===== config.mk =====
export PLATFORM = sky130hd
export DESIGN_NAME = vwc_top
export DESIGN_NICKNAME = d
export VERILOG_FILES = /design/src/rtl/vwc_pkg.sv /design/src/rtl/vwc_decimator.sv /design/src/rtl/vwc_line_filter.sv /design/src/rtl/vwc_top.sv
export SDC_FILE = /design/constraint.sdc
export NUM_CORES = 1
export LEC_CHECK = 0
export BUFFER_PORTS_ARGS = -buffer_cell sky130_fd_sc_hd__buf_2
export CAP_MARGIN = 20
export CORE_MARGIN = 2
export CORE_UTILIZATION = 45
export CTS_CLUSTER_SIZE = 10
export DETAILED_ROUTE_END_ITERATION = 12
export PLACE_DENSITY_LB_ADDON = 0.1
export RECOVER_POWER = 100
export SYNTH_ARGS = -nofsm -noshare
export SYNTH_HDL_FRONTEND = slang
export SYNTH_SLANG_ARGS = --single-unit
export TNS_END_PERCENT = 100

===== constraint.sdc =====
create_clock -name clk_sys_i -period 9.2 [get_ports clk_sys_i]
set_input_delay 0 -clock clk_sys_i [delete_from_list [all_inputs] [get_ports clk_sys_i]]
set_output_delay 0 -clock clk_sys_i [all_outputs]
set_load 0.01 [all_outputs]

===== src/rtl/vwc_pkg.sv =====
// Purpose: constants and types of the video input window control block
// Assumes: 8-bit register port, byte offsets as printed
// Notes:   reset table is indexed by offset minus first offset
package vwc_pkg;

   // ==========================================
   // register map
   localparam logic [7:0] VWC_ADDR_FORMAT  = 8'h01;
   localparam logic [7:0] VWC_ADDR_DECIM   = 8'h02;
   localparam logic [7:0] VWC_ADDR_UPPER   = 8'h03;
   localparam logic [7:0] VWC_ADDR_VDLY_LO = 8'h04;
   localparam logic [7:0] VWC_ADDR_VACT_LO = 8'h05;
   localparam logic [7:0] VWC_ADDR_HDLY_LO = 8'h06;
   localparam logic [7:0] VWC_ADDR_HACT_LO = 8'h07;
   localparam logic [7:0] VWC_ADDR_HRAT_HI = 8'h08;
   localparam logic [7:0] VWC_ADDR_HRAT_LO = 8'h09;
   localparam int         VWC_NUM_REGS     = 9;

   // ==========================================
   // reset values, entry 0 is offset 0x01
   localparam logic [8:0][7:0] VWC_RST_TABLE = {
      8'hac, 8'h02, 8'h80, 8'h78, 8'he0, 8'h16, 8'h12, 8'h00, 8'h58};

   // ==========================================
   // field positions
   localparam int VWC_HACT_EXT_BIT = 7;
   localparam int VWC_MUX_LSB      = 5;
   localparam int VWC_XT_LSB       = 3;
   localparam int VWC_FMT_LSB      = 0;
   localparam int VWC_DEC_UNIT_BIT = 7;
   localparam int VWC_DEC_PAR_BIT  = 6;
   localparam int VWC_VDLY_MSB_LSB = 6;
   localparam int VWC_VACT_MSB_LSB = 4;
   localparam int VWC_HDLY_MSB_LSB = 2;
   localparam int VWC_HACT_MSB_LSB = 0;

   // ==========================================
   // counts
   localparam int         VWC_LINE_COUNT_STATUS_RUN  = 32;
   localparam logic [6:0] VWC_PERIOD_525 = 7'h3c;
   localparam logic [6:0] VWC_PERIOD_625 = 7'h32;

   // ==========================================
   // codes
   typedef enum logic [2:0] {
      VWC_STD_AUTO  = 3'b000,
      VWC_STD_525P  = 3'b001,
      VWC_STD_525NP = 3'b010,
      VWC_STD_625   = 3'b011,
      VWC_STD_M     = 3'b100,
      VWC_STD_N     = 3'b101,
      VWC_STD_SEQ   = 3'b110,
      VWC_STD_NCOMB = 3'b111
   } vwc_std_type;

   typedef enum logic [1:0] {
      VWC_XT_RSVD = 2'b00,
      VWC_XT_0    = 2'b01,
      VWC_XT_1    = 2'b10,
      VWC_XT_AUTO = 2'b11
   } vwc_xtal_type;

   typedef enum logic [1:0] {
      VWC_DEC_IDLE = 2'b00,
      VWC_DEC_WAIT = 2'b01,
      VWC_DEC_RUN  = 2'b10
   } vwc_dec_state_type;

   typedef struct packed {
      logic [9:0]  vstart;
      logic [9:0]  vlines;
      logic [9:0]  hstart;
      logic [9:0]  hcount;
      logic [15:0] ratio;
   } vwc_window_type;

endpackage


===== src/rtl/vwc_decimator.sv =====
// Purpose: temporal field/frame drop decision
// Assumes: one field start pulse per field, parity valid with it
// Notes:   drops spread evenly by a modulo accumulator
`timescale 1ns/1ns
`default_nettype none
module vwc_decimator
   import vwc_pkg::*;
(
   input  wire logic       clk_sys_i,
   input  wire logic       rst_i,
   input  wire logic       field_start_i,
   input  wire logic       field_even_i,
   input  wire logic       is_625_i,
   input  wire logic [7:0] decim_i,
   output logic            field_drop_o
);
   vwc_dec_state_type state_r;
   vwc_dec_state_type state_nxt;
   logic [6:0] acc_r;
   logic [6:0] acc_nxt;
   logic       drop_r;
   logic       drop_nxt;
   logic       second_r;
   logic       second_nxt;
   logic [6:0] period;
   logic [6:0] count;
   logic [6:0] sum;
   logic       unit_by_field;
   logic       parity_ok;

   assign period        = is_625_i ? VWC_PERIOD_625 : VWC_PERIOD_525;
   assign count         = {1'b0, decim_i[5:0]};
   assign unit_by_field = decim_i[VWC_DEC_UNIT_BIT];
   assign parity_ok     = field_even_i == decim_i[VWC_DEC_PAR_BIT];

   always_comb begin
      state_nxt  = state_r;
      acc_nxt    = acc_r;
      drop_nxt   = drop_r;
      second_nxt = second_r;
      // preload so the first unit after alignment is dropped
      sum        = 7'(acc_r + count);
      if (state_r != VWC_DEC_RUN) begin
         sum = period;
      end
      if (field_start_i) begin
         case (state_r)
            VWC_DEC_IDLE, VWC_DEC_WAIT, VWC_DEC_RUN: begin
               if (count == 7'h00) begin
                  state_nxt = VWC_DEC_WAIT;
                  drop_nxt  = 1'b0;
               end else if (state_r != VWC_DEC_RUN && !parity_ok) begin
                  state_nxt = VWC_DEC_WAIT;
                  drop_nxt  = 1'b0;
               end else if (!unit_by_field && second_r && state_r == VWC_DEC_RUN) begin
                  second_nxt = 1'b0;
               end else begin
                  state_nxt  = VWC_DEC_RUN;
                  second_nxt = ~unit_by_field;
                  drop_nxt   = sum >= period;
                  acc_nxt    = (sum >= period) ? 7'(sum - period) : sum;
               end
            end
            default: begin
               state_nxt = VWC_DEC_WAIT;
               drop_nxt  = 1'b0;
            end
         endcase
         if (count == 7'h00 || state_nxt != VWC_DEC_RUN) begin
            second_nxt = 1'b0;
            acc_nxt    = 7'h00;
         end
      end
   end

   always_ff @(posedge clk_sys_i or posedge rst_i) begin
      if (rst_i) begin
         state_r  <= VWC_DEC_IDLE;
         acc_r    <= 7'h00;
         drop_r   <= 1'b0;
         second_r <= 1'b0;
      end else begin
         state_r  <= state_nxt;
         acc_r    <= acc_nxt;
         drop_r   <= drop_nxt;
         second_r <= second_nxt;
      end
   end

   assign field_drop_o = drop_r;
endmodule
`default_nettype wire


===== src/rtl/vwc_line_filter.sv =====
// Purpose: debounced 525/625 line-count status
// Assumes: field_625_i valid at the field start pulse
// Notes:   status flips only after a full run of disagreeing fields
`timescale 1ns/1ns
`default_nettype none
module vwc_line_filter
   import vwc_pkg::*;
#(
   parameter int RUN = VWC_LINE_COUNT_STATUS_RUN
) (
   input  wire logic clk_sys_i,
   input  wire logic rst_i,
   input  wire logic field_start_i,
   input  wire logic field_625_i,
   output logic      line_count_status_o
);
   logic [5:0] run_r;
   logic       status_r;
   logic       differ;
   logic       run_done;

   assign differ   = field_start_i && (field_625_i != status_r);
   assign run_done = differ && (run_r == 6'(RUN - 1));

   // ==========================================
   // 32 field debounce
   always_ff @(posedge clk_sys_i or posedge rst_i) begin
      if (rst_i) begin
         run_r    <= 6'h00;
         status_r <= 1'b0;
      end else if (run_done) begin
         run_r    <= 6'h00;
         status_r <= ~status_r;
      end else if (differ) begin
         run_r <= run_r + 6'h01;
      end else if (field_start_i) begin
         run_r <= 6'h00;
      end
   end

   assign line_count_status_o = status_r;
endmodule
`default_nettype wire


===== src/rtl/vwc_top.sv =====
// Purpose: register bank and window timing of the video input path
// Assumes: register port driven by the two-wire bus engine, same clock
// Notes:   window values take effect at the next field start
//
// How it works
// - format register is read/write any time, resets to 0x58.
// - bit 7 low ends active flag at line sync; high lets it run on.
// - input select 00->in3, 01->in2, 10->in0 default, 11->in1.
// - in auto mode the line-count status picks the decoded standard.
// - decimation register resets to 0; bit 7 frames (0) or fields (1).
// - bit 6 picks odd (0) or even (1) field as first dropped.
// - six-bit count drops out of 60 or 50; zero disables dropping.
// - upper bits register resets 0x12, holds four two-bit fields.
// - ten-bit vertical delay counts half lines after field sync.
// - ten-bit vertical active gives lines fed to scaling, low 0xE0.
// - ten-bit horizontal delay counts scaled pixels after line sync.
// - ten-bit horizontal active is pixels per line, low byte 0x80.
// - horizontal pixels are counted from the fall of line sync.
// - sixteen-bit horizontal ratio, high resets 0x02, low 0xAC.
// - line status flips after 32 fields in a row disagree with it; 0 525, 1 625.
`timescale 1ns/1ns
`default_nettype none
module vwc_top
   import vwc_pkg::*;
(
   input  wire logic       clk_sys_i,
   input  wire logic       rst_i,
   input  wire logic [7:0] reg_addr_i,
   input  wire logic       reg_wr_i,
   input  wire logic [7:0] reg_wdata_i,
   output logic [7:0]      reg_rdata_o,
   input  wire logic       field_sync_n_i,
   input  wire logic       line_sync_n_i,
   input  wire logic       half_line_i,
   input  wire logic       pixel_i,
   input  wire logic       field_even_i,
   input  wire logic       field_625_i,
   output logic            line_count_status_o,
   output logic [1:0]      video_input_select_o,
   output logic            crystal_choice_o,
   output vwc_std_type     decode_standard_o,
   output vwc_window_type  window_o,
   output logic            horizontal_active_o,
   output logic            vertical_active_o,
   output logic            field_drop_o
);

   // ==========================================
   // analog input number for a select code
   function automatic logic [1:0] input_of(input logic [1:0] code);
      logic [1:0] num;
      num = 2'h0;
      case (code)
         2'b00:   num = 2'h3;
         2'b01:   num = 2'h2;
         2'b10:   num = 2'h0;
         default: num = 2'h1;
      endcase
      return num;
   endfunction

   // ==========================================
   // register file
   logic [8:0][7:0] regs_r;
   logic [7:0]      rdata_r;
   logic [7:0]      rdata_nxt;
   logic [3:0]      rd_idx;
   logic            rd_hit;

   genvar gi;
   generate
      for (gi = 0; gi < VWC_NUM_REGS; gi++) begin : g_reg
         logic wr_sel;
         assign wr_sel = reg_wr_i && (reg_addr_i == 8'(VWC_ADDR_FORMAT + gi));
         always_ff @(posedge clk_sys_i or posedge rst_i) begin
            if (rst_i) begin
               regs_r[gi] <= VWC_RST_TABLE[gi];
            end else if (wr_sel) begin
               regs_r[gi] <= reg_wdata_i;
            end
         end
      end
   endgenerate

   assign rd_idx    = 4'(reg_addr_i - VWC_ADDR_FORMAT);
   assign rd_hit    = (reg_addr_i >= VWC_ADDR_FORMAT) && (reg_addr_i <= VWC_ADDR_HRAT_LO);
   // unmapped offsets read as zero
   assign rdata_nxt = rd_hit ? regs_r[rd_idx] : 8'h00;

   always_ff @(posedge clk_sys_i or posedge rst_i) begin
      if (rst_i) begin
         rdata_r <= 8'h00;
      end else begin
         rdata_r <= rdata_nxt;
      end
   end
   assign reg_rdata_o = rdata_r;

   // ==========================================
   // named fields
   logic [7:0]   fmt_reg;
   logic [7:0]   dec_reg;
   logic [7:0]   upper_reg;
   logic         hact_extend;
   logic [1:0]   mux_code;
   vwc_xtal_type xt_code;
   vwc_std_type  std_code;
   logic         line_count_status;
   vwc_window_type win_live;

   assign fmt_reg     = regs_r[VWC_ADDR_FORMAT - VWC_ADDR_FORMAT];
   assign dec_reg     = regs_r[VWC_ADDR_DECIM - VWC_ADDR_FORMAT];
   assign upper_reg   = regs_r[VWC_ADDR_UPPER - VWC_ADDR_FORMAT];
   assign hact_extend = fmt_reg[VWC_HACT_EXT_BIT];
   assign mux_code    = fmt_reg[VWC_MUX_LSB +: 2];
   assign xt_code     = vwc_xtal_type'(fmt_reg[VWC_XT_LSB +: 2]);
   assign std_code    = vwc_std_type'(fmt_reg[VWC_FMT_LSB +: 3]);

   // upper bits concatenated with low bytes
   assign win_live.vstart = {upper_reg[VWC_VDLY_MSB_LSB +: 2],
                             regs_r[VWC_ADDR_VDLY_LO - VWC_ADDR_FORMAT]};
   assign win_live.vlines = {upper_reg[VWC_VACT_MSB_LSB +: 2],
                             regs_r[VWC_ADDR_VACT_LO - VWC_ADDR_FORMAT]};
   assign win_live.hstart = {upper_reg[VWC_HDLY_MSB_LSB +: 2],
                             regs_r[VWC_ADDR_HDLY_LO - VWC_ADDR_FORMAT]};
   assign win_live.hcount = {upper_reg[VWC_HACT_MSB_LSB +: 2],
                             regs_r[VWC_ADDR_HACT_LO - VWC_ADDR_FORMAT]};
   assign win_live.ratio  = {regs_r[VWC_ADDR_HRAT_HI - VWC_ADDR_FORMAT],
                             regs_r[VWC_ADDR_HRAT_LO - VWC_ADDR_FORMAT]};

   // ==========================================
   // input, crystal and standard selection
   // select code mapping
   assign video_input_select_o = input_of(mux_code);

   assign crystal_choice_o = (xt_code == VWC_XT_AUTO) ? line_count_status : (xt_code == VWC_XT_1);

   assign decode_standard_o = (std_code != VWC_STD_AUTO) ? std_code :
                              (line_count_status ? VWC_STD_625 : VWC_STD_525P);

   // ==========================================
   // sync edges
   logic field_prev_r;
   logic line_prev_r;
   logic field_start;
   logic line_fall;

   always_ff @(posedge clk_sys_i or posedge rst_i) begin
      if (rst_i) begin
         field_prev_r <= 1'b1;
         line_prev_r  <= 1'b1;
      end else begin
         field_prev_r <= field_sync_n_i;
         line_prev_r  <= line_sync_n_i;
      end
   end

   // trailing edge of the active-low field sync
   assign field_start = ~field_prev_r & field_sync_n_i;
   assign line_fall   = line_prev_r & ~line_sync_n_i;

   // ==========================================
   // shadow window
   vwc_window_type win_r;

   always_ff @(posedge clk_sys_i or posedge rst_i) begin
      if (rst_i) begin
         win_r <= {VWC_RST_TABLE[2][7:6], VWC_RST_TABLE[3],
                   VWC_RST_TABLE[2][5:4], VWC_RST_TABLE[4],
                   VWC_RST_TABLE[2][3:2], VWC_RST_TABLE[5],
                   VWC_RST_TABLE[2][1:0], VWC_RST_TABLE[6],
                   VWC_RST_TABLE[7], VWC_RST_TABLE[8]};
      end else if (field_start) begin
         win_r <= win_live;
      end
   end
   assign window_o = win_r;

   // ==========================================
   // horizontal window
   logic [9:0] hpos_r;
   logic [9:0] hrem_r;
   logic       hpos_full;
   logic       hstart_hit;

   assign hpos_full  = hpos_r == 10'h3ff;
   assign hstart_hit = pixel_i && (hpos_r == win_r.hstart);

   // pixel count restarts at line sync fall
   always_ff @(posedge clk_sys_i or posedge rst_i) begin
      if (rst_i) begin
         hpos_r <= 10'h000;
      end else if (line_fall) begin
         hpos_r <= 10'h000;
      end else if (pixel_i && !hpos_full) begin
         hpos_r <= hpos_r + 10'h001;
      end
   end

   // extend bit decides cut at line sync
   always_ff @(posedge clk_sys_i or posedge rst_i) begin
      if (rst_i) begin
         hrem_r <= 10'h000;
      end else if (line_fall && !hact_extend) begin
         hrem_r <= 10'h000;
      end else if (hstart_hit && !line_fall) begin
         hrem_r <= win_r.hcount;
      end else if (pixel_i && hrem_r != 10'h000) begin
         hrem_r <= hrem_r - 10'h001;
      end
   end
   assign horizontal_active_o = hrem_r != 10'h000;

   // ==========================================
   // vertical window
   logic [9:0] vpos_r;
   logic [9:0] vrem_r;
   logic       vstart_hit;

   assign vstart_hit = half_line_i && (vpos_r == win_r.vstart);

   always_ff @(posedge clk_sys_i or posedge rst_i) begin
      if (rst_i) begin
         vpos_r <= 10'h000;
      end else if (field_start) begin
         vpos_r <= 10'h000;
      end else if (half_line_i && vpos_r != 10'h3ff) begin
         vpos_r <= vpos_r + 10'h001;
      end
   end

   always_ff @(posedge clk_sys_i or posedge rst_i) begin
      if (rst_i) begin
         vrem_r <= 10'h000;
      end else if (field_start) begin
         vrem_r <= 10'h000;
      end else if (vstart_hit) begin
         vrem_r <= win_r.vlines;
      end else if (line_fall && vrem_r != 10'h000) begin
         vrem_r <= vrem_r - 10'h001;
      end
   end
   assign vertical_active_o = vrem_r != 10'h000;

   // ==========================================
   // line status and decimation
   // debounced line status
   vwc_line_filter #(
      .RUN (VWC_LINE_COUNT_STATUS_RUN)
   ) u_filter (
      .clk_sys_i           (clk_sys_i),
      .rst_i               (rst_i),
      .field_start_i       (field_start),
      .field_625_i         (field_625_i),
      .line_count_status_o (line_count_status)
   );
   assign line_count_status_o = line_count_status;

   vwc_decimator u_decim (
      .clk_sys_i     (clk_sys_i),
      .rst_i         (rst_i),
      .field_start_i (field_start),
      .field_even_i  (field_even_i),
      .is_625_i      (line_count_status),
      .decim_i       (dec_reg),
      .field_drop_o  (field_drop_o)
   );

endmodule
`default_nettype wire


# Word level (Yosys, flattened, before mapping)
# Index checks and enable logic that the tools add are counted.
# Widths: inputs -> output; s select.
[op_classes] n_bitwise=6 add_sub_neg=8 mux=42 n_eq_ne=28 order_cmp=4 n_reduce_logical=45
[ops] operator="$mux 10" count=10
[ops] operator="$mux 7" count=7
[ops] operator="$bmux 8 s4" count=1
[ops] operator="$eq 8x3->1 const B" count=4
[ops] operator="$logic_and 1x1->1" count=23
[ops] operator="$add 10x1->10 const B" count=2
[ops] operator="$eq 10x10->1" count=2
[ops] operator="$reduce_bool 10->1" count=2
[ops] operator="$sub 10x1->10 const B" count=2
[ops] operator="$mux 6" count=3
[ops] operator="$eq 8x2->1 const B" count=2
[ops] operator="$eq 8x4->1 const B" count=2
[ops] operator="$mux 8" count=2
[ops] operator="$mux 2" count=6
[ops] operator="$reduce_bool 3->1" count=4
[ops] operator="$eq 10x10->1 const B" count=1
[ops] operator="$mux 1" count=10
[ops] operator="$ne 10x10->1 const B" count=1
[ops] operator="$ne 2x2->1 const B" count=5
[ops] operator="$eq 2x2->1 const B" count=4
[ops] operator="$eq 8x1->1 const B" count=1
[ops] operator="$ge 8x1->1 const B" count=1
[ops] operator="$le 8x4->1 const B" count=1
[ops] operator="$add 7x6->7" count=1
[ops] operator="other kinds (24)" count=36
[totals] input_bits=25 register_bits=196 output_inout_bits=74 wordCells=160

# Depth between registers and ports, before layout
# Gate-level depths: netlist of the first run.
[depth] depth_word=12 depth_mapped=13

# Cells and area by module
# From an unflattened synthesis of the first run, not the netlist that was laid out.
[hier_totals] cells_unflattened=938 hier_area_um2=9947.0
[by_module_without_submodules] module="vwc_top" instances=1 area_each_um2=8430.6 seq_area_each_um2=4505.6 cells_per_inst=765
[by_module_without_submodules] module="vwc_decimator" instances=1 area_each_um2=1126.1 seq_area_each_um2=275.3 cells_per_inst=133
[by_module_without_submodules] module="vwc_line_filter" instances=1 area_each_um2=390.4 seq_area_each_um2=175.2 cells_per_inst=40

# Worst setup path before layout of the first run
# Ideal clock, no wire load.
[synth_path] kind="flip-flop to flip-flop" from="reg regs_r (netlist bit dec_reg[0])" to="reg u_decim.acc_r[4]" period_less_slack_ns=2.660 path_stages_with_launch=13 arrival_time_ns=2.540 slack_ns=6.540 t_required_ns=9.080 path_cell_list="dfrtp_1 -> ha_1 -> inv_1 -> fa_1 -> nand2b_1 -> a31oi_1 -> inv_1 -> ha_1 -> a21o_1 -> a21oi_1 -> nor2_1 -> a32o_1 -> a31o_2"
[synth_between] elab_chain_len=9 elab_cells_between_ends=21 classes_between="2 x add/sub; 1 x order compare; 4 x eq/ne; 10 x mux; 4 x reduce/logical"
[synth_rtl] element="from (decl)" line_no="vwc_top.sv:64" rtl="logic [8:0][7:0] regs_r;"
[synth_rtl] element="from (signal, indexed assignment)" line_no="vwc_top.sv:77" rtl="regs_r[gi] <= VWC_RST_TABLE[gi];"
[synth_rtl] element="from (signal, indexed assignment)" line_no="vwc_top.sv:79" rtl="regs_r[gi] <= reg_wdata_i;"
[synth_rtl] element="$add 7x6->7" line_no="vwc_decimator.sv:42" rtl="sum = 7'(acc_r + count);"
[synth_rtl] element="$mux 7" line_no="vwc_decimator.sv:43" rtl="if (state_r != VWC_DEC_RUN) begin"
[synth_rtl] element="$sub 7x7->7 / $ge 7x7->1 (equally long branches)" line_no="vwc_decimator.sv:61" rtl="acc_nxt = (sum >= period) ? 7'(sum - period) : sum;"
[synth_rtl] element="$mux 7" line_no="vwc_decimator.sv:61"
[synth_rtl] element="$mux 7" line_no="vwc_decimator.sv:55" rtl="end else if (!unit_by_field && second_r && state_r == VWC_DEC_RUN) begin"
[synth_rtl] element="$mux 7" line_no="vwc_decimator.sv:52" rtl="end else if (state_r != VWC_DEC_RUN && !parity_ok) begin"
[synth_rtl] element="$mux 7" line_no="vwc_decimator.sv:49" rtl="if (count == 7'h00) begin"
[synth_rtl] element="$mux 7" line_no="vwc_decimator.sv:47" rtl="case (state_r)"
[synth_rtl] element="$mux 7" line_no="vwc_decimator.sv:69" rtl="if (count == 7'h00 || state_nxt != VWC_DEC_RUN) begin"
[synth_rtl] element="to (signal assigned)" line_no="vwc_decimator.sv:84" rtl="acc_r <= acc_nxt;"
[synth_rtl] element="to (decl)" line_no="vwc_decimator.sv:19" rtl="logic [6:0] acc_r;"
# Parallel ways exist; a longest one is shown, timed or not. The select of a mux whose other input is x is not followed.
# A chain may end at the register's enable or synchronous reset.

==> metrics.txt, run 1 <==
# TYPE chip_impl_metric gauge
chip_impl_metric{name="finish.instance_area",unit="µm²"} 10900
chip_impl_metric{name="antenna_found_initial",unit=""} 2
chip_impl_metric{name="total_leakage_power",unit="nW"} 5.08
chip_impl_info{name="worstSetupStartpointType",value="input port"} 1
chip_impl_metric{name="overflow",unit=""} 0
chip_impl_metric{name="synthDominantCellAreaShare",unit="%"} 40.1
chip_impl_metric{name="finalClockSkew",unit="ns"} 0.00717
chip_impl_metric{name="synth_enable_flop_cells",unit=""} 0
chip_impl_metric{name="area_growth_syn_to_layout",unit="%"} 13.1
chip_impl_metric{name="timing.final.hold_violations",unit=""} 0
chip_impl_metric{name="finalNetCount",unit=""} 1064
chip_impl_metric{name="clock_tree.buffer_depth",unit=""} 2
chip_impl_info{name="layout.cells.most_common",value="sky130_fd_sc_hd__nand2_1"} 1
chip_impl_metric{name="route.vias.total",unit=""} 6933
chip_impl_metric{name="ys_seq_elements",unit=""} 196
chip_impl_metric{name="globalplace.congestion",unit=""} 0.844
chip_impl_metric{name="die_w",unit="µm"} 151
chip_impl_info{name="most-common-layout-cells",value="231 x sky130_fd_sc_hd__nand2_1, 155 x sky130_fd_sc_hd__dfrtp_1, 67 x sky130_fd_sc_hd__clkbuf_1, 61 x sky130_fd_sc_hd__mux2_2, 59 x sky130_fd_sc_hd__nor2_1"} 1
chip_impl_info{name="worst_hold_path_type",value="input port to flip-flop"} 1
chip_impl_info{name="clock_tree_from_tritoncts",value="built"} 1
chip_impl_metric{name="dr.first_iter.drc_count",unit=""} 383
chip_impl_metric{name="cts_post_setup_buffers_inserted",unit=""} 0
chip_impl_metric{name="grt_pass1_wl",unit="mm"} 38.5
chip_impl_metric{name="cts_made_buffers",unit=""} 17
chip_impl_metric{name="design.core.area",unit="µm²"} 21000
chip_impl_metric{name="max_freq",unit="GHz"} 0.217
chip_impl_info{name="synth_area_leaders",value="sky130_fd_sc_hd__dfrtp_1 40%, sky130_fd_sc_hd__dfstp_2 11%, sky130_fd_sc_hd__nand2_1 8.9%, sky130_fd_sc_hd__mux2_2 7.1%, sky130_fd_sc_hd__mux4_2 3.7%"} 1
chip_impl_metric{name="cts_max_level",unit=""} 4
chip_impl_metric{name="async_flop_share",unit="%"} 100
chip_impl_metric{name="synth_cell_types",unit=""} 59
chip_impl_metric{name="clkSlewWorstSetupHoldPaths",unit="ns"} 0.07
chip_impl_metric{name="finalSetupViolations",unit=""} 0
chip_impl_metric{name="synth_area",unit="µm²"} 9670
chip_impl_metric{name="detail_route.vias_per_cell",unit=""} 5.31
chip_impl_metric{name="netlist_instances",unit=""} 923
chip_impl_info{name="violations_in_the_final_reports",value="capacitance limit, slew limit"} 1
chip_impl_metric{name="vdd.ir_drop.worst",unit="mV"} 0.125
chip_impl_metric{name="detailed_place.area",unit="µm²"} 10400
chip_impl_metric{name="drive_gt1_share",unit="%"} 17.4
chip_impl_metric{name="tritoncts_num_sinks",unit=""} 196
chip_impl_metric{name="postCtsResizedCells",unit=""} 0
chip_impl_metric{name="drv_slew",unit=""} 289
chip_impl_info{name="cts_root_buffer_type",value="sky130_fd_sc_hd__clkbuf_16"} 1
chip_impl_metric{name="avgSynthCellArea",unit="µm²"} 10.5
chip_impl_metric{name="maxCapViolCount",unit=""} 4
chip_impl_metric{name="core.rowCount",unit=""} 53
chip_impl_metric{name="floorplan.die.height",unit="µm"} 151
chip_impl_metric{name="timing.slew.headroom",unit="%"} -233
chip_impl_metric{name="ys_warn_count",unit=""} 0
chip_impl_metric{name="place.port_buffers",unit=""} 98
chip_impl_info{name="postSynth.topFlopCell",value="sky130_fd_sc_hd__dfrtp_1"} 1
chip_impl_info{name="status",value="finished with violations"} 1
chip_impl_metric{name="timing.critical_path.fanout_max",unit=""} 112
chip_impl_info{name="worst_setup_path_end_kind",value="async pin"} 1
chip_impl_metric{name="largest_reg_flops",unit=""} 56
chip_impl_metric{name="worstSkewPairLatency",unit="ns"} 0.43
chip_impl_metric{name="grt_util_overall",unit="%"} 22.1
chip_impl_metric{name="power_per_cell_area",unit="nW/µm²"} 203
chip_impl_metric{name="setup_tns",unit="ns"} 0
chip_impl_metric{name="route.final.wire_length",unit="mm"} 23.6
chip_impl_metric{name="synth_nets",unit=""} 972
chip_impl_metric{name="dieArea",unit="µm²"} 22700
chip_impl_metric{name="antenna_violation_net_count_after_detailed_routing",unit=""} 0
chip_impl_metric{name="period_share",unit="%"} 50.1
chip_impl_metric{name="initial_core_util",unit="%"} 46.0
chip_impl_metric{name="first_global_vias",unit=""} 7042
chip_impl_info{name="setup.worst_path.class",value="input port to async pin"} 1
chip_impl_metric{name="cp.required",unit="ns"} 9.74
chip_impl_metric{name="postLayoutCoreUtil",unit="%"} 52.0
chip_impl_metric{name="design.portCount",unit=""} 99
chip_impl_metric{name="synth_sequential_area_ratio",unit="%"} 51.3
chip_impl_info{name="rsz_0062_raised_after_global_routing",value="no"} 1
chip_impl_metric{name="grt_max_degree",unit=""} 113
chip_impl_metric{name="tightestPinTransition",unit="ns"} 4.97
chip_impl_metric{name="drt_first_pass_iters",unit=""} 5
chip_impl_info{name="synth.largest_area_cell",value="sky130_fd_sc_hd__dfrtp_1"} 1
chip_impl_metric{name="dp_hpwl",unit="mm"} 16.4
chip_impl_metric{name="cp.arrival",unit="ns"} 5.15
chip_impl_metric{name="drcViolationCount",unit=""} 0
chip_impl_metric{name="routed_wire_length_per_instance",unit="µm"} 18.1
chip_impl_metric{name="final_period_minus_worst_setup_slack",unit="ns"} 4.61
## synth_stat cells, types with 10 or more instances
library cell               count
sky130_fd_sc_hd__nand2_1     228
sky130_fd_sc_hd__dfstp_2      41
sky130_fd_sc_hd__inv_1        24
sky130_fd_sc_hd__mux2_2       61
sky130_fd_sc_hd__nand4_1      12
sky130_fd_sc_hd__clkbuf_1     26
sky130_fd_sc_hd__nand2b_1     10
sky130_fd_sc_hd__xor2_1       20
sky130_fd_sc_hd__mux4_2       16
sky130_fd_sc_hd__a21oi_1      31
sky130_fd_sc_hd__a31oi_1      11
sky130_fd_sc_hd__or3_1        11
sky130_fd_sc_hd__nand3_1      22
sky130_fd_sc_hd__ha_1         22
sky130_fd_sc_hd__a211oi_1     12
sky130_fd_sc_hd__nor2_1       59
sky130_fd_sc_hd__dfrtp_1     155
sky130_fd_sc_hd__o21ai_0      19
sky130_fd_sc_hd__xnor2_1      34
## worst max-delay path, stage by stage
cell	delay (ns)
sky130_fd_sc_hd__dlygate4sd3_1	0.53
sky130_fd_sc_hd__buf_2	0.12
sky130_fd_sc_hd__clkinvlp_2	2.73
sky130_fd_sc_hd__clkbuf_1	1.36
sky130_fd_sc_hd__buf_16	0.37
## metal layers
metal,track usage [%],part of all wire (%)
met1,31.9,49
met2,34.3,46
met3,3.24,2.7
met5,0,0
met4,7.50,1.7
## logic make-up (layout without fill, tap and decap cells)
family / count (synthesis) / in the layout / share of synthesized area, %
adder cells (fa/ha/maj): 24 / 24 / 3.26
flip-flops: 196 / 196 / 51.3
AO/OA/AOI/OAI: 104 / 104 / 6.83
AND/OR/NAND/NOR: 388 / 388 / 18.1
buffers and inverters: 61 / 166 / 2.49
other: 0 / 2 / 0
XOR/XNOR: 54 / 54 / 4.89
multiplexers: 96 / 96 / 13.1
## final cells by class
class / count / area [µm²]
fillers: 1949 / 10100
flip-flops and latches: 196 / 4960
multi-input cells: 666 / 4410
repair buffers: 110 / 524
clock buffers: 18 / 439
well taps: 275 / 344
clock inverters: 14 / 165
inverters: 24 / 91.3
diodes: 2 / 5.00
## worst paths after layout
| check | start | end | slack [ns] | cells past startpoint |
|---|---|---|---|---|
| setup / recovery | rst_i | window_o[9] | 4.59 | 5 |
| hold reg to reg | window_o[2] | window_o[2] | 0.46 | 2 |
| hold / removal | reg_wdata_i[1] | upper_reg[1] | 0.04 | 2 |
| setup reg to reg | field_prev_r | u_decim.acc_r[4] | 5.17 | 7 |
| min in group asynchronous | rst_i | vrem_r[5] | 1.63 | 3 |
| max in group clk_sys_i | field_prev_r | u_decim.acc_r[4] | 5.17 | 7 |
## power breakdown
| part | total, W | switching (W) | internal (W) |
|---|---|---|---|
| Sequential | 0.00105 | 0.0000914 | 0.000954 |
| Combinational | 0.000407 | 0.000230 | 0.000177 |
| Clock | 0.000767 | 0.000351 | 0.000416 |
## timing repair
action                                 in CTS  in global routing
hold buffers                                7                  0
endpoints found under the hold margin     102                  0
setup endpoints to repair                   0                  0
## per-stage QoR
step                      hold slack (ns)  cells  setup WS [ns]  total power [W]
after floorplan                   0.00448    923           3.93          0.00136
after global placement              0.129   1263           6.34          0.00147
after detailed placement            0.132   1263           6.32          0.00148
after CTS                          0.0250   1302           6.29          0.00225
after global routing               0.0307   1305           3.70          0.00235
final                              0.0350   1305           4.59          0.00222
Power figures use the tool's default switching activity.
==> inputs of run 2 (changes only) <==
--- a/config.mk
+++ b/config.mk
@@ -5,6 +5,7 @@
 export SDC_FILE = /design/constraint.sdc
 export NUM_CORES = 1
 export LEC_CHECK = 0
+export ABC_AREA = 1
 export BUFFER_PORTS_ARGS = -buffer_cell sky130_fd_sc_hd__buf_2
 export CAP_MARGIN = 20
 export CORE_MARGIN = 2
==> constraint.sdc (replaced) <==
create_clock -name clk_sys_i -period 4.2 [get_ports clk_sys_i]
set_input_delay 0 -clock clk_sys_i [delete_from_list [all_inputs] [get_ports clk_sys_i]]
set_output_delay 0 -clock clk_sys_i [all_outputs]
set_load 0.01 [all_outputs]
==> run 2 against run 1 <==
Against the previous run: the flow still finishes with violations (capacitance limit, slew limit); critical path depth rose by 10; sequential cell count did not move; via count is 21% higher; cell area grew 2.9%; critical endpoint is now u_decim.acc_r[2]; largest cell class unchanged; die area increased by 3.9%; hold slack better by 0.021 ns; final cell count rose by 24%; clock power is 120% higher; global-route usage increased by 0.61 points.
==> metrics.txt, run 2 <==
# TYPE chip_impl_metric gauge
chip_impl_metric{name="async_flop_share",unit="%"} 100
chip_impl_metric{name="grtUsageMet3",unit="%"} 4.23
chip_impl_metric{name="overflow",unit=""} 0
chip_impl_metric{name="detail_route.vias_per_cell",unit=""} 5.20
chip_impl_metric{name="critPathMaxStageDelay",unit="ns"} 0.42
chip_impl_metric{name="dieArea",unit="µm²"} 23600
chip_impl_info{name="worst_hold_path_type",value="input port to flip-flop"} 1
chip_impl_metric{name="setup_tns",unit="ns"} 0
chip_impl_info{name="postSynth.topFlopCell",value="sky130_fd_sc_hd__dfrtp_1"} 1
chip_impl_metric{name="vdd.ir_drop.worst",unit="mV"} 0.255
chip_impl_info{name="rsz_0062_raised_after_global_routing",value="no"} 1
chip_impl_metric{name="area_growth_syn_to_layout",unit="%"} 11.8
chip_impl_metric{name="clkSlewWorstSetupHoldPaths",unit="ns"} 0.07
chip_impl_info{name="synth_top_family_by_area",value="simple AND/OR/NAND/NOR gates"} 1
chip_impl_metric{name="dr.first_iter.drc_count",unit=""} 606
chip_impl_info{name="layout.cells.most_common",value="sky130_fd_sc_hd__nand2_1"} 1
chip_impl_metric{name="area_share_of_fa_ha_maj_cells_after_synthesis",unit="%"} 3.13
chip_impl_info{name="clock_tree_from_tritoncts",value="built"} 1
chip_impl_metric{name="die_w",unit="µm"} 154
chip_impl_metric{name="finalClockSkew",unit="ns"} 0.00790
chip_impl_metric{name="grt_use_met1",unit="%"} 34.8
chip_impl_metric{name="dp_hpwl",unit="mm"} 18.1
chip_impl_metric{name="tritoncts_num_sinks",unit=""} 196
chip_impl_metric{name="ys_warn_count",unit=""} 0
chip_impl_metric{name="synth_area",unit="µm²"} 10100
chip_impl_metric{name="place.port_buffers",unit=""} 98
chip_impl_metric{name="cts_max_level",unit=""} 4
chip_impl_metric{name="grt_max_degree",unit=""} 197
chip_impl_metric{name="route.vias.total",unit=""} 8391
chip_impl_metric{name="cts_post_setup_buffers_inserted",unit=""} 0
chip_impl_info{name="synth.largest_area_cell",value="sky130_fd_sc_hd__dfrtp_1"} 1
chip_impl_metric{name="synth_enable_flop_cells",unit=""} 0
chip_impl_metric{name="largest_reg_flops",unit=""} 56
chip_impl_metric{name="cp.arrival",unit="ns"} 3.56
chip_impl_metric{name="cts_made_buffers",unit=""} 17
chip_impl_metric{name="dp_slack",unit="ns"} 1.15
chip_impl_metric{name="globalplace.congestion",unit=""} 0.897
chip_impl_metric{name="cp.required",unit="ns"} 4.52
chip_impl_metric{name="netlist_instances",unit=""} 1232
chip_impl_info{name="timing.rr.start",value="dec_reg[0]"} 1
chip_impl_metric{name="tightestPinTransition",unit="ns"} 2.71
chip_impl_info{name="setup.worst_path.class",value="flip-flop to flip-flop"} 1
chip_impl_metric{name="first_global_vias",unit=""} 7815
chip_impl_metric{name="timing.final.hold_violations",unit=""} 0
chip_impl_metric{name="final_period_minus_worst_setup_slack",unit="ns"} 3.24
chip_impl_info{name="critPathCapture",value="u_decim.acc_r[2]"} 1
chip_impl_metric{name="synth_cell_types",unit=""} 49
chip_impl_metric{name="timing.critical_path.fanout_max",unit=""} 6
chip_impl_metric{name="timing.final.ws_setup",unit="ns"} 0.965
chip_impl_metric{name="post_synth_xor_area_fraction",unit="%"} 3.55
chip_impl_metric{name="timing.slew.headroom",unit="%"} -80.7
chip_impl_metric{name="drive_gt1_share",unit="%"} 9.83
chip_impl_metric{name="drt_first_pass_iters",unit=""} 5
chip_impl_metric{name="power.total",unit="W"} 0.00516
chip_impl_metric{name="rr_worst_depth",unit=""} 15
chip_impl_metric{name="period_share",unit="%"} 77.0
chip_impl_metric{name="design.portCount",unit=""} 99
chip_impl_metric{name="total_leakage_power",unit="nW"} 5.22
chip_impl_metric{name="worstSkewPairLatency",unit="ns"} 0.44
chip_impl_info{name="violations_in_the_final_reports",value="capacitance limit, slew limit"} 1
chip_impl_metric{name="core.rowCount",unit=""} 54
chip_impl_metric{name="initial_core_util",unit="%"} 45.9
chip_impl_info{name="cp_cell_sequence",value="ha_1 > inv_1 > fa_1 > o21ai_0 > inv_1 > ha_1 > fa_1 > o21ai_0 > inv_1 > nor2_1 > nand2_1 > nand3_1 > nand2_1 > nand3_1 > nand2_1"} 1
chip_impl_info{name="layer_with_the_highest_usage",value="met1"} 1
chip_impl_metric{name="finalSetupViolations",unit=""} 0
chip_impl_info{name="synth.cells.most_frequent",value="370 x sky130_fd_sc_hd__nand2_1, 155 x sky130_fd_sc_hd__dfrtp_1, 115 x sky130_fd_sc_hd__inv_1, 91 x sky130_fd_sc_hd__o21ai_0, 74 x sky130_fd_sc_hd__o21ai_1"} 1
chip_impl_info{name="standard_cell_with_the_maximum_stage_delay_on_the_critical_path",value="sky130_fd_sc_hd__fa_1"} 1
chip_impl_metric{name="number_of_antenna_diodes",unit=""} 0
chip_impl_info{name="worstSetupStartpointType",value="flip-flop"} 1
chip_impl_metric{name="drcViolationCount",unit=""} 0
chip_impl_metric{name="timing.critical_path.buf_inv",unit=""} 3
chip_impl_info{name="cpLargestDelayFamily",value="adder cells"} 1
chip_impl_metric{name="synth_sequential_area_ratio",unit="%"} 49.3
chip_impl_info{name="synth_area_leaders",value="sky130_fd_sc_hd__dfrtp_1 39%, sky130_fd_sc_hd__nand2_1 14%, sky130_fd_sc_hd__dfstp_2 11%, sky130_fd_sc_hd__o21ai_0 4.5%, sky130_fd_sc_hd__inv_1 4.3%"} 1
chip_impl_metric{name="max_freq",unit="GHz"} 0.309
chip_impl_metric{name="drv_slew",unit=""} 244
chip_impl_metric{name="design.core.area",unit="µm²"} 21900
chip_impl_metric{name="synth_compound_gate_area_share",unit="%"} 14.4
chip_impl_metric{name="antenna_violation_net_count_after_detailed_routing",unit=""} 0
chip_impl_metric{name="synth_nets",unit=""} 1281
chip_impl_metric{name="avgSynthCellArea",unit="µm²"} 8.16
chip_impl_metric{name="cp_num_cells",unit=""} 15
chip_impl_metric{name="grt_pass1_wl",unit="mm"} 42.6
chip_impl_metric{name="grtUsageMet2",unit="%"} 34.3
chip_impl_metric{name="floorplan.die.height",unit="µm"} 154
chip_impl_metric{name="synth_mux_area_share",unit="%"} 0
chip_impl_metric{name="maxCapViolCount",unit=""} 2
chip_impl_info{name="critical_path.reg2reg.endpoint",value="u_decim.acc_r[2]"} 1
chip_impl_info{name="most-common-layout-cells",value="373 x sky130_fd_sc_hd__nand2_1, 155 x sky130_fd_sc_hd__dfrtp_1, 153 x sky130_fd_sc_hd__o21ai_0, 118 x sky130_fd_sc_hd__inv_1, 68 x sky130_fd_sc_hd__clkbuf_1"} 1
chip_impl_metric{name="ys_seq_elements",unit=""} 196
chip_impl_metric{name="r2r_slack",unit="ns"} 0.96
chip_impl_metric{name="finalNetCount",unit=""} 1369
chip_impl_metric{name="route.final.wire_length",unit="mm"} 26.2
chip_impl_metric{name="antenna_found_initial",unit=""} 0
chip_impl_metric{name="power_per_cell_area",unit="nW/µm²"} 458
chip_impl_info{name="cts_root_buffer_type",value="sky130_fd_sc_hd__clkbuf_16"} 1
chip_impl_metric{name="routed_wire_length_per_instance",unit="µm"} 16.2
chip_impl_info{name="most_common_cell_in_the_netlist",value="sky130_fd_sc_hd__nand2_1"} 1
chip_impl_metric{name="synth_simple_gate_area_share",unit="%"} 22.9
chip_impl_metric{name="synthDominantCellAreaShare",unit="%"} 38.6
chip_impl_info{name="worstSetupStartpoint",value="dec_reg[0]"} 1
chip_impl_info{name="status",value="finished with violations"} 1
chip_impl_info{name="worst_setup_path_end_kind",value="flip-flop"} 1
chip_impl_metric{name="clock_tree.buffer_depth",unit=""} 2
chip_impl_metric{name="grt_util_overall",unit="%"} 22.7
## run 2: cell count changes in the layout (fill, tap and decap cells not counted), sizes merged, moves of 17 or more
cell / previous run / this run
o21ai: 20 / 166
nand2: 231 / 376
inv: 29 / 137
mux2: 72 / 0
nand3: 24 / 57
a21oi: 31 / 63
xnor2: 34 / 17
## run 2: logic make-up after synthesis
| group | after synthesis |
|---|---|
| AND/OR/NAND/NOR | 537 |
| XOR/XNOR | 39 |
| adder cells (fa/ha/maj) | 24 |
| buffers and inverters | 173 |
| AO/OA/AOI/OAI | 263 |
| flip-flops | 196 |
## run 2: layout make-up
type / count / area [µm²]
Inverter: 134 / 509
Tap cell: 280 / 350
Clock buffer: 20 / 447
Clock inverter: 12 / 146
Fill cell: 2197 / 10600
Sequential cell: 196 / 4960
Timing Repair Buffer: 108 / 493
Multi-Input combinational cell: 863 / 4340
## run 2: what timing repair did
| action | in CTS | in global routing |
|---|---|---|
| hold buffers | 6 | 0 |
| endpoints found under the hold margin | 161 | 0 |
| gates resized for setup | 0 | 0 |
## run 2: how the worst min path moves through the flow
stage	startpoint	endpoint	slack (ns)	depth (start not counted)
floorplan	field_sync_n_i	field_prev_r	0.004	0
global placement	field_sync_n_i	field_prev_r	0.12	1
detailed placement	field_sync_n_i	field_prev_r	0.12	1
CTS	reg_wdata_i[0]	regs_r[64]	0.06	3
global route	reg_wdata_i[1]	regs_r[57]	0.08	3
finish	reg_wdata_i[5]	regs_r[37]	0.06	3
## run 2: where the power goes
part | switching [W] | internal, W | total [W]
Combinational | 0.000787 | 0.000453 | 0.00124
Clock | 0.000756 | 0.000907 | 0.00166
Sequential | 0.000165 | 0.00209 | 0.00225
Total | 0.00171 | 0.00345 | 0.00516
## run 2: stage by stage
step | cells | hold WS (ns) | area, µm² | util [%]
finish | 1613 | 0.0561 | 11200 | 51.4
global route | 1613 | 0.0809 | 11200 | 51.4
CTS | 1613 | 0.0626 | 11400 | 52.2
detailed placement | 1575 | 0.121 | 10800 | 49.2
global placement | 1575 | 0.121 | 10800 | 49.2
floorplan | 1232 | 0.00448 | 10100 | -
## run 2: worst min-delay path, delay by kind of cell
kind,cells,cell delay (ns)
buffers and inverters,2,0.26
AO/OA/AOI/OAI,1,0.19
## run 2: per-layer routing
| metal | part of all wire, % | vias up |
|---|---|---|
| li1 | - | 4192 |
| met5 | 0 | - |
| met4 | 0.62 | 0 |
| met1 | 50 | 4016 |
| met3 | 4.4 | 13 |
| met2 | 45 | 170 |
==> inputs of run 3 (changes only) <==
==> constraint.sdc (replaced) <==
create_clock -name clk_sys_i -period 2.64 [get_ports clk_sys_i]
set_input_delay 0 -clock clk_sys_i [delete_from_list [all_inputs] [get_ports clk_sys_i]]
set_output_delay 0 -clock clk_sys_i [all_outputs]
set_load 0.01 [all_outputs]
==> run 3 against run 2 <==
Against the previous run: the flow finishes with violations (capacitance limit, slew limit, setup timing); non-clock buffer count increased by 29; clock skew up 0.0048 ns; utilization grew 1.3 points; critical path depth stayed put; largest cell class unchanged; largest power group unchanged; highest routed layer unchanged.
==> metrics.txt, run 3 (synthesized netlist as in run 2, its figures left out) <==
# TYPE chip_impl_metric gauge
chip_impl_info{name="status",value="finished with violations"} 1
chip_impl_info{name="violations_in_the_final_reports",value="capacitance limit, slew limit, setup timing"} 1
chip_impl_info{name="rsz_0062_raised_after_global_routing",value="yes"} 1
chip_impl_metric{name="timing.critical_path.fanout_max",unit=""} 6
chip_impl_metric{name="power.total",unit="W"} 0.00828
chip_impl_metric{name="timing.slew.headroom",unit="%"} -9.74
chip_impl_info{name="worst_hold_path_type",value="input port to flip-flop"} 1
chip_impl_metric{name="p_seq_share",unit="%"} 43.3
chip_impl_metric{name="layout.area.seq",unit="µm²"} 4960
chip_impl_metric{name="place.port_buffers",unit=""} 98
chip_impl_metric{name="core.rowCount",unit=""} 54
chip_impl_metric{name="maxCapViolCount",unit=""} 1
chip_impl_metric{name="grt_max_degree",unit=""} 65
chip_impl_metric{name="timing.final.hold_violations",unit=""} 0
chip_impl_metric{name="drcViolationCount",unit=""} 0
chip_impl_metric{name="share_comb_of_total_power",unit="%"} 25.1
chip_impl_metric{name="grt_pass1_wl",unit="mm"} 44.1
chip_impl_metric{name="globalplace.congestion",unit=""} 0.865
chip_impl_metric{name="drive_gt1_share",unit="%"} 12.9
chip_impl_info{name="cts_root_buffer_type",value="sky130_fd_sc_hd__clkbuf_16"} 1
chip_impl_metric{name="grt_util_overall",unit="%"} 23.3
chip_impl_metric{name="switching_share",unit="%"} 33.2
chip_impl_info{name="worst_setup_path_end_kind",value="flip-flop"} 1
chip_impl_metric{name="setup_tns",unit="ns"} -0.154
chip_impl_metric{name="finalNetCount",unit=""} 1398
chip_impl_metric{name="number_of_antenna_diodes",unit=""} 0
chip_impl_metric{name="clkSlewWorstSetupHoldPaths",unit="ns"} 0.07
chip_impl_metric{name="cp.required",unit="ns"} 3.01
chip_impl_metric{name="largest_reg_flops",unit=""} 56
chip_impl_metric{name="tightestPinTransition",unit="ns"} 1.64
chip_impl_metric{name="total_leakage_power",unit="nW"} 5.34
chip_impl_info{name="setup.worst_path.class",value="flip-flop to flip-flop"} 1
chip_impl_metric{name="vdd.ir_drop.worst",unit="mV"} 0.368
chip_impl_metric{name="nFillCells",unit=""} 2228
chip_impl_metric{name="drv_slew",unit=""} 39
chip_impl_metric{name="dp_hpwl",unit="mm"} 18.8
chip_impl_metric{name="design.core.area",unit="µm²"} 21900
chip_impl_metric{name="routed_wire_length_per_instance",unit="µm"} 16.2
chip_impl_info{name="worstSetupStartpointType",value="flip-flop"} 1
chip_impl_metric{name="clock_tree.buffer_depth",unit=""} 2
chip_impl_metric{name="cts_made_buffers",unit=""} 17
chip_impl_metric{name="cp.arrival",unit="ns"} 3.06
chip_impl_metric{name="final_period_minus_worst_setup_slack",unit="ns"} 2.69
chip_impl_info{name="most-common-layout-cells",value="369 x sky130_fd_sc_hd__nand2_1, 155 x sky130_fd_sc_hd__dfrtp_1, 146 x sky130_fd_sc_hd__o21ai_0, 116 x sky130_fd_sc_hd__inv_1, 69 x sky130_fd_sc_hd__clkbuf_1"} 1
chip_impl_metric{name="clock_power_share",unit="%"} 31.6
chip_impl_metric{name="finalSetupViolations",unit=""} 5
chip_impl_metric{name="internal_power",unit="W"} 0.00553
chip_impl_metric{name="design.portCount",unit=""} 99
chip_impl_metric{name="initial_core_util",unit="%"} 45.9
chip_impl_metric{name="first_global_vias",unit=""} 8317
chip_impl_metric{name="rr_worst_depth",unit=""} 15
chip_impl_metric{name="dr.first_iter.drc_count",unit=""} 583
chip_impl_metric{name="detail_route.vias_per_cell",unit=""} 5.20
chip_impl_metric{name="die_w",unit="µm"} 154
chip_impl_metric{name="holdPathStages",unit=""} 3
chip_impl_metric{name="power_per_cell_area",unit="nW/µm²"} 718
chip_impl_info{name="layout.cells.most_common",value="sky130_fd_sc_hd__nand2_1"} 1
chip_impl_metric{name="worstSkewPairLatency",unit="ns"} 0.43
chip_impl_metric{name="dieArea",unit="µm²"} 23600
chip_impl_info{name="clock_tree_from_tritoncts",value="built"} 1
chip_impl_metric{name="route.vias.total",unit=""} 8540
chip_impl_metric{name="period_share",unit="%"} 102
chip_impl_metric{name="drt_first_pass_iters",unit=""} 5
chip_impl_metric{name="power_switching",unit="W"} 0.00274
chip_impl_metric{name="timing.final.ws_setup",unit="ns"} -0.0465
chip_impl_metric{name="cts_max_level",unit=""} 4
chip_impl_metric{name="tritoncts_num_sinks",unit=""} 196
chip_impl_metric{name="overflow",unit=""} 0
chip_impl_metric{name="area_growth_syn_to_layout",unit="%"} 14.5
chip_impl_metric{name="antenna_violation_net_count_after_detailed_routing",unit=""} 0
chip_impl_metric{name="floorplan.die.height",unit="µm"} 154
chip_impl_metric{name="multiInputGateArea",unit="µm²"} 4430
chip_impl_metric{name="max_freq",unit="GHz"} 0.372
chip_impl_metric{name="antenna_found_initial",unit=""} 0
chip_impl_metric{name="finalClockSkew",unit="ns"} 0.0127
chip_impl_metric{name="route.final.wire_length",unit="mm"} 26.6
run 3: path summary, 6_finish.rpt:
path,to,slack (ns),start
worst max-delay path,u_decim.field_drop_o,-0.05,dec_reg[0]
min in group asynchronous,u_filter.run_r[4],0.51,rst_i
worst min-delay path,regs_r[64],0.07,reg_wdata_i[0]
worst min register to register,window_o[2],0.47,window_o[2]
worst max register to register,u_decim.field_drop_o,-0.05,dec_reg[0]
max in group asynchronous,reg_rdata_o[7],0.41,rst_i
run 3: per-layer routing:
layer / global-route usage [%] / vias to the layer above / wire length, µm
met5: 0 / - / 0
met4: 5.29 / 0 / 316
met3: 3.55 / 23 / 1030
met2: 36.1 / 184 / 12300
met1: 34.7 / 4078 / 13000
li1: - / 4255 / -
run 3: stage by stage:
step           instances  hold WS, ns  utilization (%)  setup slack (ns)  instance area, µm²
3_5_place_dp        1596        0.118             50.2            -0.179               11000
2_1_floorplan       1232      0.00448                -           0.00773               10100
6_report            1642       0.0685             52.6           -0.0465               11500
3_3_place_gp        1596        0.117             50.2            -0.136               11000
5_1_grt             1642       0.0700             52.6            -0.154               11500
4_1_cts             1637       0.0333             53.3           -0.0408               11700
run 3: critical path, stage by stage, from the launching register on:
cell                      delay (ns)
sky130_fd_sc_hd__dfrtp_1        0.38
sky130_fd_sc_hd__ha_2           0.19
sky130_fd_sc_hd__inv_2          0.05
sky130_fd_sc_hd__fa_2           0.42
sky130_fd_sc_hd__o21ai_2        0.16
sky130_fd_sc_hd__inv_2          0.07
sky130_fd_sc_hd__ha_4           0.17
sky130_fd_sc_hd__fa_2           0.36
sky130_fd_sc_hd__o21ai_2        0.15
sky130_fd_sc_hd__inv_1          0.07
sky130_fd_sc_hd__nor2_2         0.11
sky130_fd_sc_hd__nand2_2        0.12
sky130_fd_sc_hd__nand3_4        0.14
sky130_fd_sc_hd__buf_4          0.13
sky130_fd_sc_hd__nand2_1        0.04
sky130_fd_sc_hd__nand2_1        0.06
run 3: final cells by class:
cell class	instances	area share, %
Clock buffer	22	3.94
Clock inverter	10	1.10
Inverter	134	4.40
Multi-Input combinational cell	863	38.5
Sequential cell	196	43.0
Tap cell	280	3.04
Timing Repair Buffer	137	6.02
run 3: power by group through the flow:
stage,Sequential (W),Clock [W],Combinational (W)
floorplan,0.00359,0,0.00159
global placement,0.00363,0,0.00206
detailed placement,0.00363,0,0.00210
CTS,0.00358,0.00266,0.00213
global route,0.00363,0.00279,0.00240
finish,0.00358,0.00262,0.00208
run 3: repair_timing:
item | CTS | global route
resized for setup | 7 | 13
hold buffers | 7 | 0
gates cloned | 0 | 0
pin swaps | 8 | 10
endpoints found under the setup margin | 7 | 7
setup buffers | 2 | 5
endpoints found under the hold margin | 38 | 0
